$ cat src/ocd_pkg.sv
// constants and types of the on-screen display character write decoder
// ---------------------------------------------------------------
// Overview of operation
// - rims are always one minimum dot wide, whatever the row's character size.
// - background none shows dots only; minimum pads one dot; overall fills screen.
// - outside colour blanking, secondary-flagged characters vanish from colour and primary channels, with no background there.
// - secondary channel gets background only in cells of secondary-flagged characters.
// - colour-blanking mode uses only colour background bits; secondary channel stays silent.
// - colour-blanking mode drives primary channel with OR of red, green and blue.
// - nine-bit test command; test mode refused while factory check pin is grounded.
// - character first byte: 1,1,inverse,red,green,blue,flash,secondary; second byte pattern.
// - video RAM writes are dropped while the LC oscillator is stopped.
// - after a full command each further byte writes a character, column advancing.
// - column 23 wraps to column 0 of next row; row 11 wraps to row 0.
// - red-green-blue bits give eight colours, zeros black, ones white.
// - per-character colour reaches only the colour channel; others are single colour.
// - flash bit blinks the character, gated by the screen-wide blink enable.
// - inverse bit reverses the character; screen-wide reversal is separate.
// - secondary bit routes character to secondary channel only; ignored in colour blanking.
// - top pattern address ends continuous input; the one below is display-off data.
// - continuous input ends by select high or end code; select may stay low.
// - blank shows background; display-off shows nothing, neither image nor rim nor background, in every mode.
// - on the 128-pattern variant the top pattern address bit is ignored.
// - bit order is fixed by option, MSB first or LSB first, same fields.
// - rims never cross a cell's top or bottom edge; sideways they may.
// ---------------------------------------------------------------
package ocd_pkg;
   localparam int          BYTE_W          = 8;
   localparam logic [4:0]  LAST_COL        = 5'h17;
   localparam logic [3:0]  LAST_ROW        = 4'hB;
   localparam logic [1:0]  CHAR_PREFIX     = 2'h3;
   localparam logic [1:0]  TWO_BYTE_PREFIX = 2'h2;
   localparam logic [6:0]  TEST_PREFIX     = 7'h58;
   localparam logic [7:0]  END_CODE        = 8'hFF;
   localparam logic [7:0]  OFF_CODE        = 8'hFE;
   localparam logic [1:0]  BG_NONE         = 2'h0;
   localparam logic [1:0]  BG_MIN          = 2'h1;
   // attribute byte field positions
   localparam int          AT_INV          = 5;
   localparam int          AT_RED          = 4;
   localparam int          AT_BLUE         = 2;
   localparam int          AT_FLASH        = 1;
   localparam int          AT_SEC          = 0;
   // synchroniser lanes
   localparam int          SY_DAT          = 0;
   localparam int          SY_CLK          = 1;
   localparam int          SY_CS           = 2;
   localparam int          SY_CHK          = 3;
   localparam int          SY_OSC          = 4;
   localparam logic [4:0]  SY_RST          = 5'h04;
   // register map, byte addresses
   localparam logic [3:0]  CTRL_OFS        = 4'h0;
   localparam logic [3:0]  STAT_OFS        = 4'h4;
   localparam logic [15:0] CTRL_RST        = 16'h0000;
   localparam int          CF_BG_RGB       = 0;
   localparam int          CF_BG_PRI       = 2;
   localparam int          CF_BG_SEC       = 4;
   localparam int          CF_RIM          = 6;
   localparam int          CF_BLINK        = 9;
   localparam int          CF_REV          = 10;
   localparam int          CF_CBM          = 11;
   localparam int          CF_BGCOL        = 12;
   localparam int          CF_RIMW         = 15;
   localparam int          SF_ROW          = 8;
   localparam int          SF_TEST         = 12;
   localparam int          SF_CONT         = 13;
   localparam int          SF_TFIELD       = 16;
   // link timing
   localparam int          CLK_NS          = 50;
   localparam int          T_CKL_NS        = 400;
   localparam int          CKL_CYC         = T_CKL_NS / CLK_NS;
   typedef enum logic [2:0] {PH_FIRST, PH_CHAR2, PH_CONT, PH_TEST2, PH_SKIP} ocd_phase_t;
endpackage

$ cat src/ocd_char_write.sv
// serial character write decoder with video RAM write port and dot mixer
`timescale 1ns/1ps
module ocd_char_write
   import ocd_pkg::*;
#(
   parameter int PATTERN_COUNT = 256,
   parameter bit LSB_FIRST     = 1'b0
) (
   // clock and reset
   input  wire logic        clk_in,
   input  wire logic        rst_n_in,
   // register bus
   input  wire logic [3:0]  avs_address_in,
   input  wire logic        avs_read_in,
   input  wire logic        avs_write_in,
   input  wire logic [31:0] avs_writedata_in,
   input  wire logic [3:0]  avs_byteenable_in,
   output logic      [31:0] avs_readdata_out,
   output logic             avs_waitrequest_out,
   // serial link and pins
   input  wire logic        ser_data_in,
   input  wire logic        ser_clk_in,
   input  wire logic        ser_cs_n_in,
   input  wire logic        factory_check_in,
   input  wire logic        osc_running_in,
   // write address load
   input  wire logic        addr_load_in,
   input  wire logic [3:0]  addr_row_in,
   input  wire logic [4:0]  addr_col_in,
   // video ram write port
   output logic             vram_we_out,
   output logic      [3:0]  vram_row_out,
   output logic      [4:0]  vram_col_out,
   output logic      [5:0]  vram_attr_out,
   output logic      [7:0]  vram_pattern_out,
   // test mode
   output logic             test_mode_out,
   output logic      [8:0]  factory_check_field_out,
   // current dot from raster
   input  wire logic [5:0]  cell_attr_in,
   input  wire logic [7:0]  pattern_code_in,
   input  wire logic [8:0]  cell_dots_in,
   input  wire logic        cell_top_in,
   input  wire logic        cell_bot_in,
   input  wire logic        min_bg_area_in,
   input  wire logic        blink_phase_in,
   // video outputs
   output logic      [2:0]  rgb_out,
   output logic             rgb_blank_out,
   output logic             primary_video_channel_out,
   output logic             primary_blank_out,
   output logic             secondary_video_channel_out,
   output logic             secondary_blank_out
);
   // ---------------------------------------------------------------
   // state
   // ---------------------------------------------------------------
   typedef struct packed {
      logic [4:0]  s1;
      logic [4:0]  s2;
      logic        sck_d;
      logic [7:0]  sh;
      logic [2:0]  bits;
      ocd_phase_t  ph;
      logic [5:0]  attr;
      logic [3:0]  row;
      logic [4:0]  col;
      logic        t8;
      logic        test_mode;
      logic [8:0]  test_field;
      logic        we;
      logic [3:0]  wr_row;
      logic [4:0]  wr_col;
      logic [5:0]  wr_attr;
      logic [7:0]  wr_pat;
      logic [15:0] ctrl;
      logic        ack;
      logic [31:0] rdata;
      logic [2:0]  rgb;
      logic        rgb_blk;
      logic        pri;
      logic        pri_blk;
      logic        sec;
      logic        sec_blk;
   } ocd_state_t;

   ocd_state_t r;
   ocd_state_t n;

   if (PATTERN_COUNT != 256 && PATTERN_COUNT != 128) begin
      $error("pattern count must be 128 or 256");
   end
   if (CKL_CYC < 2) begin
      $error("clock too slow to sample the link clock");
   end

   // ---------------------------------------------------------------
   // helpers
   // ---------------------------------------------------------------
   function automatic logic [7:0] shift_in(input logic [7:0] sh, input logic d);
      shift_in = LSB_FIRST ? {d, sh[7:1]} : {sh[6:0], d};
   endfunction

   function automatic logic [7:0] pat_mask(input logic [7:0] p);
      pat_mask = (PATTERN_COUNT == 128) ? {1'b0, p[6:0]} : p;
   endfunction

   function automatic logic rim_of(input logic [8:0] nb, input logic top, input logic bot);
      logic [8:0] m;
      m = nb;
      if (top) m[2:0] = 3'h0;
      if (bot) m[8:6] = 3'h0;
      rim_of = !m[4] && |{m[8:5], m[3:0]};
   endfunction

   function automatic logic bg_on(input logic [1:0] mode, input logic min_area);
      bg_on = (mode == BG_NONE) ? 1'b0 : (mode == BG_MIN) ? min_area : 1'b1;
   endfunction

   // ---------------------------------------------------------------
   // next state
   // ---------------------------------------------------------------
   always_comb begin
      logic       sck_rise;
      logic       byte_done;
      logic [7:0] byte_v;
      logic [7:0] pat;
      logic       cbm;
      logic       sec_cell;
      logic       off_cell;
      logic       dot;
      logic       rim;
      logic       hit;
      sck_rise  = 1'b0;
      byte_done = 1'b0;
      byte_v    = 8'h00;
      pat       = 8'h00;
      cbm       = 1'b0;
      sec_cell  = 1'b0;
      off_cell  = 1'b0;
      dot       = 1'b0;
      rim       = 1'b0;
      hit       = 1'b0;
      n         = r;
      n.s1      = {osc_running_in, factory_check_in, ser_cs_n_in, ser_clk_in, ser_data_in};
      n.s2      = r.s1;
      n.sck_d   = r.s2[SY_CLK];
      n.we      = 1'b0;
      sck_rise  = r.s2[SY_CLK] && !r.sck_d;

      // serial byte assembly
      if (r.s2[SY_CS]) begin
         n.bits = 3'h0;
         n.ph   = PH_FIRST;
      end else if (sck_rise) begin
         n.sh      = shift_in(r.sh, r.s2[SY_DAT]);
         n.bits    = r.bits + 3'h1;
         byte_done = (r.bits == 3'h7);
      end
      byte_v = n.sh;
      pat    = pat_mask(byte_v);

      // command decode
      if (byte_done) begin
         case (r.ph)
            PH_FIRST: begin
               if (byte_v[7:6] == CHAR_PREFIX) begin
                  n.attr = byte_v[5:0];
                  n.ph   = PH_CHAR2;
               end else if (byte_v[7:1] == TEST_PREFIX) begin
                  n.t8 = byte_v[0];
                  n.ph = PH_TEST2;
               end else if (byte_v[7:6] == TWO_BYTE_PREFIX) begin
                  n.ph = PH_SKIP;
               end
            end
            PH_CHAR2, PH_CONT: begin
               if (pat == pat_mask(END_CODE)) begin
                  n.ph = PH_FIRST;
               end else begin
                  n.ph = PH_CONT;
                  if (r.s2[SY_OSC]) begin
                     n.we      = 1'b1;
                     n.wr_row  = r.row;
                     n.wr_col  = r.col;
                     n.wr_attr = r.attr;
                     n.wr_pat  = pat;
                     if (r.col == LAST_COL) begin
                        n.col = 5'h00;
                        n.row = (r.row == LAST_ROW) ? 4'h0 : r.row + 4'h1;
                     end else begin
                        n.col = r.col + 5'h01;
                     end
                  end
               end
            end
            PH_TEST2: begin
               if (r.s2[SY_CHK]) begin
                  n.test_field = {r.t8, byte_v};
                  n.test_mode  = |{r.t8, byte_v};
               end
               n.ph = PH_FIRST;
            end
            default: n.ph = PH_FIRST;
         endcase
      end
      if (addr_load_in && !n.we) begin
         n.row = addr_row_in;
         n.col = addr_col_in;
      end

      // register bus slave
      n.ack = (avs_read_in || avs_write_in) && !r.ack;
      if (n.ack) begin
         if (avs_address_in == CTRL_OFS) begin
            n.rdata = {16'h0000, r.ctrl};
         end else if (avs_address_in == STAT_OFS) begin
            n.rdata = 32'h00000000;
            n.rdata[4:0]                  = r.col;
            n.rdata[SF_ROW +: 4]          = r.row;
            n.rdata[SF_TEST]              = r.test_mode;
            n.rdata[SF_CONT]              = (r.ph == PH_CONT);
            n.rdata[SF_TFIELD +: 9]       = r.test_field;
         end else begin
            n.rdata = 32'h00000000;
         end
      end
      if (avs_write_in && r.ack && avs_address_in == CTRL_OFS) begin
         if (avs_byteenable_in[0]) n.ctrl[7:0] = avs_writedata_in[7:0];
         if (avs_byteenable_in[1]) n.ctrl[15:8] = avs_writedata_in[15:8];
      end

      // dot mixer
      cbm      = r.ctrl[CF_CBM];
      sec_cell = cell_attr_in[AT_SEC] && !cbm;
      off_cell = (pat_mask(pattern_code_in) == pat_mask(OFF_CODE));
      dot      = cell_dots_in[4] ^ cell_attr_in[AT_INV] ^ r.ctrl[CF_REV];
      if (cell_attr_in[AT_FLASH] && r.ctrl[CF_BLINK] && blink_phase_in) dot = 1'b0;
      if (off_cell) dot = 1'b0;
      rim = rim_of(cell_dots_in, cell_top_in, cell_bot_in) && !off_cell;

      // colour channel
      hit = !sec_cell && !off_cell;
      n.rgb = 3'h0;
      n.rgb_blk = 1'b0;
      if (hit && dot) begin
         n.rgb     = cell_attr_in[AT_RED:AT_BLUE];
         n.rgb_blk = 1'b1;
      end else if (hit && rim && r.ctrl[CF_RIM]) begin
         n.rgb     = {3{r.ctrl[CF_RIMW]}};
         n.rgb_blk = 1'b1;
      end else if (hit && bg_on(r.ctrl[CF_BG_RGB +: 2], min_bg_area_in)) begin
         n.rgb     = r.ctrl[CF_BGCOL +: 3];
         n.rgb_blk = 1'b1;
      end

      // primary and secondary channels
      if (cbm) begin
         n.pri     = |n.rgb;
         n.pri_blk = n.rgb_blk;
         n.sec     = 1'b0;
         n.sec_blk = 1'b0;
      end else begin
         n.pri     = hit && dot;
         n.pri_blk = hit && (dot || (rim && r.ctrl[CF_RIM + 1])
                     || bg_on(r.ctrl[CF_BG_PRI +: 2], min_bg_area_in));
         n.sec     = sec_cell && dot && !off_cell;
         n.sec_blk = sec_cell && !off_cell && (dot || (rim && r.ctrl[CF_RIM + 2])
                     || bg_on(r.ctrl[CF_BG_SEC +: 2], min_bg_area_in));
      end
   end

   // ---------------------------------------------------------------
   // registers
   // ---------------------------------------------------------------
   always_ff @(posedge clk_in) begin
      if (!rst_n_in) begin
         r      <= '0;
         r.s1   <= SY_RST;
         r.s2   <= SY_RST;
         r.ctrl <= CTRL_RST;
      end else begin
         r <= n;
      end
   end

   // ---------------------------------------------------------------
   // outputs
   // ---------------------------------------------------------------
   assign avs_waitrequest_out         = (avs_read_in || avs_write_in) && !r.ack;
   assign avs_readdata_out            = r.rdata;
   assign vram_we_out                 = r.we;
   assign vram_row_out                = r.wr_row;
   assign vram_col_out                = r.wr_col;
   assign vram_attr_out               = r.wr_attr;
   assign vram_pattern_out            = r.wr_pat;
   assign test_mode_out               = r.test_mode;
   assign factory_check_field_out     = r.test_field;
   assign rgb_out                     = r.rgb;
   assign rgb_blank_out               = r.rgb_blk;
   assign primary_video_channel_out   = r.pri;
   assign primary_blank_out           = r.pri_blk;
   assign secondary_video_channel_out = r.sec;
   assign secondary_blank_out         = r.sec_blk;
endmodule

$ cat config.mk
export PLATFORM = sky130hd
export DESIGN_NAME = ocd_char_write
export DESIGN_NICKNAME = d
export VERILOG_FILES = /design/src/ocd_pkg.sv /design/src/ocd_char_write.sv
export SDC_FILE = /design/constraint.sdc
export NUM_CORES = 1
export LEC_CHECK = 0
export ABC_AREA = 1
export BUFFER_PORTS_ARGS = -buffer_cell sky130_fd_sc_hd__buf_4
export CORE_MARGIN = 3
export CORE_UTILIZATION = 41
export CTS_CLUSTER_DIAMETER = 40
export DETAILED_ROUTE_END_ITERATION = 12
export GPL_ROUTABILITY_DRIVEN = 0
export MAX_ROUTING_LAYER = met4
export PLACE_DENSITY_LB_ADDON = 0.3
export SLEW_MARGIN = 20
export SYNTH_ARGS = -nofsm -noshare
export SYNTH_HDL_FRONTEND = slang
export SYNTH_SLANG_ARGS = --single-unit
$ cat constraint.sdc
create_clock -name clk_in -period 4.8 [get_ports clk_in]
set_input_delay 0.48 -clock clk_in [delete_from_list [all_inputs] [get_ports clk_in]]
set_output_delay 0.48 -clock clk_in [all_outputs]
set_load 0.02 [all_outputs]
==> results.yml, run 1 <==
critical_path:
  critPathSlowestCell: "inv_2"
  crit_start: "r[124]$_SDFF_PN1_"
  r2r_start: "r[124]$_SDFF_PN1_"
  setup.worst_path.start_class: "flop"
  rr_endpoint: "vram_attr_out[4]$_SDFFE_PN0P_"
  required_ns: 5.13
  crit_family: "simple AND/OR/NAND/NOR gates"
  crit_buf_inv: 2
  worstPathCellList: "inv_4 > nand3_4 > nand2_1 > nand2_2 > nand2_1 > nor2_2 > nand2_2 > nand3_4 > inv_2 > o21ai_0 > a21oi_1"
  critical_path_class: "flop to flop"
  critPathMaxStageDelay_ns: 0.58
  arrival_ns: 2.73
  r2r_cells: 11
  endpoint_kind: "flop"
  path_max_fanout: 40
  r2r_slack_ns: 2.40
sta:
  clock.fmax_mhz: 416
  tightestPinTransition_ns: 0.808
  fin_crit_sh_pct: 50.1
  min_period_ns: 2.40
  rsz0062_at_grt: "false"
  fin_setup_tns_ns: 0
  skew_ns: 0.0119
  setup_viol: 0
  hold_viol_final: 0
  max-slew-margin-rel_pct: 46.2
  postLayoutSetupSlackWorst_ns: 2.40
  slew_viol_final: 0
routing:
  vias: 4752
  detail_route.first_pass.iterations: 4
  drt_iter0_drc: 375
  via_per_inst: 4.74
  drtAntennaViolNets: 0
  drc_errors: 0
  wl_per_cell_microns: 13.0
  routed_wl_microns: 13000
final_layout:
  final_cell_mix: "buf_4 (138), dfxtp_1 (125), nand2_1 (114)"
  syn2layout_area_growth_pct: 21.4
  final_common_cell: "buf_4"
  antennaDiodeCount: 0
  drive_above_1_share_pct: 24.2
  nets: 905
cts:
  cts_buffer_depth: 2
  hold_buffers: 0
  insertion_delay_ns: 0.41
  cts_setup_buffers: 0
  cts_resized: 0
  root_buffer: "clkbuf_16"
  cts.clk_slew.worst_paths_ns: 0.05
  numCtsBuffers: 17
  cts_num_sinks: 125
  cts_tree: "yes"
  h-tree-depth: 4
grt:
  track_usage_pct: 17.5
  grt_pass1_vias: 4454
  grt_max_degree: 93
  antenna_found_initial: 0
  grt_overflow_total: 0
  grt_pass1_wl_microns: 21700
logic_synthesis:
  ys_seq_area_share_pct: 43.6
  synth-async-reset-ratio_pct: 0
  synth_ff_type: "dfxtp_1"
  avgSynthCellArea_sq_um: 7.67
  netlist_instances: 748
  yosys_warnings: 0
  synth-seq-cells: 125
  mappedNetlistArea_sq_mm: 0.00574
  synth_edf_count: 0
  synthDistinctLibCells: 42
hold_path:
  holdPathEnd: "n[123]$_SDFF_PN0_"
  hold_class: "input port to flop"
  min-delay-start: "ser_clk_in"
  hold-path-cell-count: 3
placed_design:
  numPortBuffers: 135
  hpwl_microns: 9250
  post-place-ws_ns: 2.38
job:
  maxCapViolCount: 0
power_and_ir_drop:
  ir_worst_vdd_uv: 228
  finalPower_uw: 2590
  p_per_area_mw_per_mm2: 371
  p_leak_uw: 0.00312
floorplan:
  num_rows: 42
  die_w_microns: 124
  die-height_microns: 124
  design.die.area_sq_mm: 0.0155
  fp.coreArea_sq_mm: 0.0135
  ios: 161
  initial_utilization_pct: 42.7
outcome:
  status: "finished clean"
[tightest hold or removal path: cells and delay by family]
family                 cells  cell delay (ns)
buffers and inverters      2             0.12
and+or+nand+nor            1             0.04
[worst max path at each step]
stage                                     to  slack [ns]  cells after the start
6_report       vram_attr_out[4]$_SDFFE_PN0P_        2.40                     11
5_1_grt        vram_attr_out[4]$_SDFFE_PN0P_        2.09                     11
4_1_cts         vram_col_out[2]$_SDFFE_PN0P_        2.38                     11
3_5_place_dp   vram_attr_out[4]$_SDFFE_PN0P_        2.38                     11
3_3_place_gp              r[55]$_SDFFE_PN0P_        2.34                      9
2_1_floorplan             r[54]$_SDFFE_PN0P_        2.92                      9
[synth_stat cells, types with 2 or more instances]
master    count  area share (%)
nor3_1        4            0.35
inv_2         4            0.26
o21ai_1       2            0.17
o221ai_1     11             1.7
buf_6         5            0.98
nand4_2       2            0.44
nand2_1     114             7.5
buf_1         2            0.13
a21oi_1      84             7.3
dfxtp_1     125              44
ha_1          4            0.87
buf_2         3            0.26
clkbuf_1     18             1.2
o21ai_0      84             7.3
or2_2         3            0.33
nand3_4       2            0.61
a31oi_1       6            0.65
a211oi_1      3            0.39
buf_4        68             8.9
nand3_1      28             2.4
nand4_1       4            0.44
nand2_2      11             1.2
nor2_2        2            0.22
nand3b_1      2            0.26
nor2_1       53             3.5
inv_1        84             5.5
nand2_4       5            0.98
[area by class of cell]
type | instances | area, sq um
clock buffer | 25 | 495
clock inverter | 6 | 108
fill | 1304 | 6480
inverter | 90 | 340
multi-input combinational | 443 | 2270
sequential | 125 | 2500
tap | 176 | 220
timing repair buffer | 138 | 1040
[cells by family after synthesis]
kind of cell	count (synthesis)	share of synthesized area [%]
fa+ha+maj	4	0.872
simple gates	236	19.7
xor+xnor	2	0.305
other cells	1	0.0653
compound gates	194	18.1
flops	125	43.6
buf+inv	186	17.4
[state kept, by name, indices dropped and copies added, names as in the netlist]
register / count
n: 6
primary_blank_out: 1
rgb_out: 3
vram_row_out: 4
vram_we_out: 1
r: 52
rgb_blank_out: 1
primary_video_channel_out: 1
vram_attr_out: 6
secondary_blank_out: 1
vram_col_out: 5
test_mode_out: 1
secondary_video_channel_out: 1
factory_check_field_out: 9
vram_pattern_out: 8
avs_readdata_out: 25
[per-layer routing]
metal	up-vias	global-route usage, %	part of all wire (%)
li1	2498	-	-
met1	2111	22.8	48
met2	127	25.9	46
met3	16	4.76	5.0
met4	0	6.64	1.6
met5	-	-	0
[power breakdown]
part,switching (uW),internal (uW)
Combinational,119,91.0
Clock,426,867
Sequential,16.9,1070
Total,562,2030
[stage by stage]
| step | area, sq um | hold slack (ns) | util, % | std cells |
|---|---|---|---|---|
| 2_1_floorplan | 5760 | 0.390 | - | 754 |
| 3_3_place_gp | 6370 | 0.395 | 47.3 | 972 |
| 3_5_place_dp | 6370 | 0.401 | 47.3 | 972 |
| 4_1_cts | 6970 | 0.237 | 51.8 | 1003 |
| 5_1_grt | 6970 | 0.255 | 51.8 | 1003 |
| 6_report | 6970 | 0.252 | 51.8 | 1003 |
No activity file was read; power rests on OpenSTA's default activity.
==> run 2: changes to the inputs <==
==> constraint.sdc (replaced) <==
create_clock -name clk_in -period 2.3 [get_ports clk_in]
set_input_delay 0.23 -clock clk_in [delete_from_list [all_inputs] [get_ports clk_in]]
set_output_delay 0.23 -clock clk_in [all_outputs]
set_load 0.02 [all_outputs]
==> run 2 against run 1 <==
Against the previous run:
- register-to-register slack got worse by 2.2 ns
- highest routed layer unchanged
- via count increased by 1.8%
- critical path depth increased by 2
- largest power group unchanged
- maximum frequency increased by 17%
- final cell count increased by 1.1%
- sequential cell count unchanged
- core utilization increased by 0.32 points
- non-clock buffer count increased by 16
- worst hold slack got worse by 0.15 ns
- critical path type unchanged
==> results.yml, run 2 (same netlist as run 1, synthesis figures left out) <==
critical_path:
  arrival_ns: 2.35
  setup.worst_path.start_class: "flop"
  critical_path_class: "flop to flop"
  endpoint_kind: "flop"
  required_ns: 2.60
  critPathMaxStageDelay_ns: 0.33
  worstPathCellList: "inv_1 > nand2_4 > nor2_8 > nand2_1 > nand2_1 > nand2_1 > nor2_2 > nand2_2 > nand3_4 > inv_2 > buf_4 > o21ai_0 > a31oi_1"
  critPathSlowestCell: "dfxtp_1"
  crit_top_cell: "nand2_1"
  path_max_fanout: 22
job:
  maxCapViolCount: 0
final_layout:
  final_common_cell: "buf_4"
  antennaDiodeCount: 0
  final_cell_mix: "buf_4 (148), dfxtp_1 (124), nand2_1 (114)"
  fill_cells: 1326
  drive_above_1_share_pct: 24.7
  syn2layout_area_growth_pct: 22.2
  largest_reg_flops: 52
  multi_input_area_sq_mm: 0.00227
  top_register: "r"
  register_area_sq_mm: 0.00250
  nets: 921
sta:
  hold_viol_final: 0
  fin_setup_tns_ns: 0
  fin_crit_sh_pct: 89.5
  clock.fmax_mhz: 486
  setup_viol: 0
  whs_ns: 0.105
  rsz0062_at_grt: "false"
  max-slew-margin-rel_pct: 52.0
  tightestPinTransition_ns: 0.719
  postLayoutSetupSlackWorst_ns: 0.242
  skew_ns: 0.00698
  slew_viol_final: 0
  min_period_ns: 2.06
routing:
  vias: 4836
  via_per_inst: 4.77
  drc_errors: 0
  drtAntennaViolNets: 0
  wl_per_cell_microns: 13.0
  detail_route.first_pass.iterations: 4
  drt_iter0_drc: 279
  routed_wl_microns: 13100
power_and_ir_drop:
  switchingPower_uw: 1140
  p_leak_uw: 0.00316
  p_per_area_mw_per_mm2: 718
  combPwrFrac_pct: 9.1
  pwr-share-clk_pct: 45.9
  p_int_uw: 3890
  swShare_pct: 22.6
  ir_worst_vdd_uv: 531
  pwr-share-seq_pct: 45.0
  finalPower_uw: 5030
hold_path:
  hold_class: "input port to flop"
floorplan:
  design.die.area_sq_mm: 0.0155
  die-height_microns: 124
  initial_utilization_pct: 42.7
  ios: 161
  num_rows: 42
  die_w_microns: 124
  fp.coreArea_sq_mm: 0.0135
outcome:
  status: "finished clean"
cts:
  cts_tree: "yes"
  root_buffer: "clkbuf_16"
  numCtsBuffers: 17
  h-tree-depth: 4
  cts_num_sinks: 125
  cts.clk_slew.worst_paths_ns: 0.05
  insertion_delay_ns: 0.42
  cts_buffer_depth: 2
placed_design:
  numPortBuffers: 135
  hpwl_microns: 9410
  post-place-ws_ns: 0.181
grt:
  grt_pass1_wl_microns: 21900
  antenna_found_initial: 0
  grt_overflow_total: 0
  grt_pass1_vias: 4517
  track_usage_pct: 17.6
  grt_max_degree: 57
==> run 2: cell count changes in the layout (fill, tap and decap cells not counted), sizes merged <==
cell and delta:
buf +11, dlygate4sd3 +5, clkbuf -3, bufinv -2
clkinv +1, clkinvlp -1
==> run 2: final timing paths <==
check | start | cells after the start | to | slack, ns
min reg2reg | n[123]$_SDFF_PN0_ | 2 | n[121]$_SDFF_PN0_ | 0.41
max reg2reg | r[121]$_SDFF_PN0_ | 13 | vram_pattern_out[0]$_SDFFE_PN0P_ | 0.24
min | avs_writedata_in[15] | 3 | r[56]$_SDFFE_PN0P_ | 0.10
max | r[121]$_SDFF_PN0_ | 13 | vram_pattern_out[0]$_SDFFE_PN0P_ | 0.24
==> run 2: power groups by stage <==
stage                     combinational (uW)  clock, uW  sequential, uW
after global routing                     506       2440            2270
after floorplan                          295          0            2310
after CTS                                458       2370            2260
final                                    456       2310            2270
after global placement                   449          0            2310
after detailed placement                 450          0            2310
==> run 2: repair_timing <==
action | 4_1_cts | 5_1_grt
resized for setup | 0 | 1
hold endpoints to repair | 5 | 0
hold buffers | 5 | 0
setup endpoints to repair | 0 | 6
setup buffers | 0 | 0
==> run 2: through the flow <==
stage          cells  utilization (%)  cell area (sq um)
3_5_place_dp     983             48.0               6460
6_report        1014             52.1               7010
2_1_floorplan    754                -               5760
4_1_cts         1014             52.1               7010
3_3_place_gp     983             48.0               6460
5_1_grt         1014             52.1               7010
==> run 2: cell type report <==
class	instances	share of cell area, %
clock inverter	4	0.642
timing repair buffer	154	16.8
sequential	125	35.7
tap	176	3.14
inverter	90	4.85
clock buffer	22	6.48
multi-input combinational	443	32.3
==> run 2: layer usage <==
metal	global-route usage [%]	vias up	share of wire, %
met4	7.41	0	1.9
met1	21.9	2145	46
met5	-	-	0
li1	-	2531	-
met3	4.85	20	6.2
met2	27.0	140	45
==> run 2: worst max-delay path: cells and delay by family, from the launching register on <==
kind / cells / cell delay [ns]
buffers and inverters: 3 / 0.46
AOI/OAI and AO/OA: 2 / 0.24
and+or+nand+nor: 8 / 0.90
DFF: 1 / 0.33
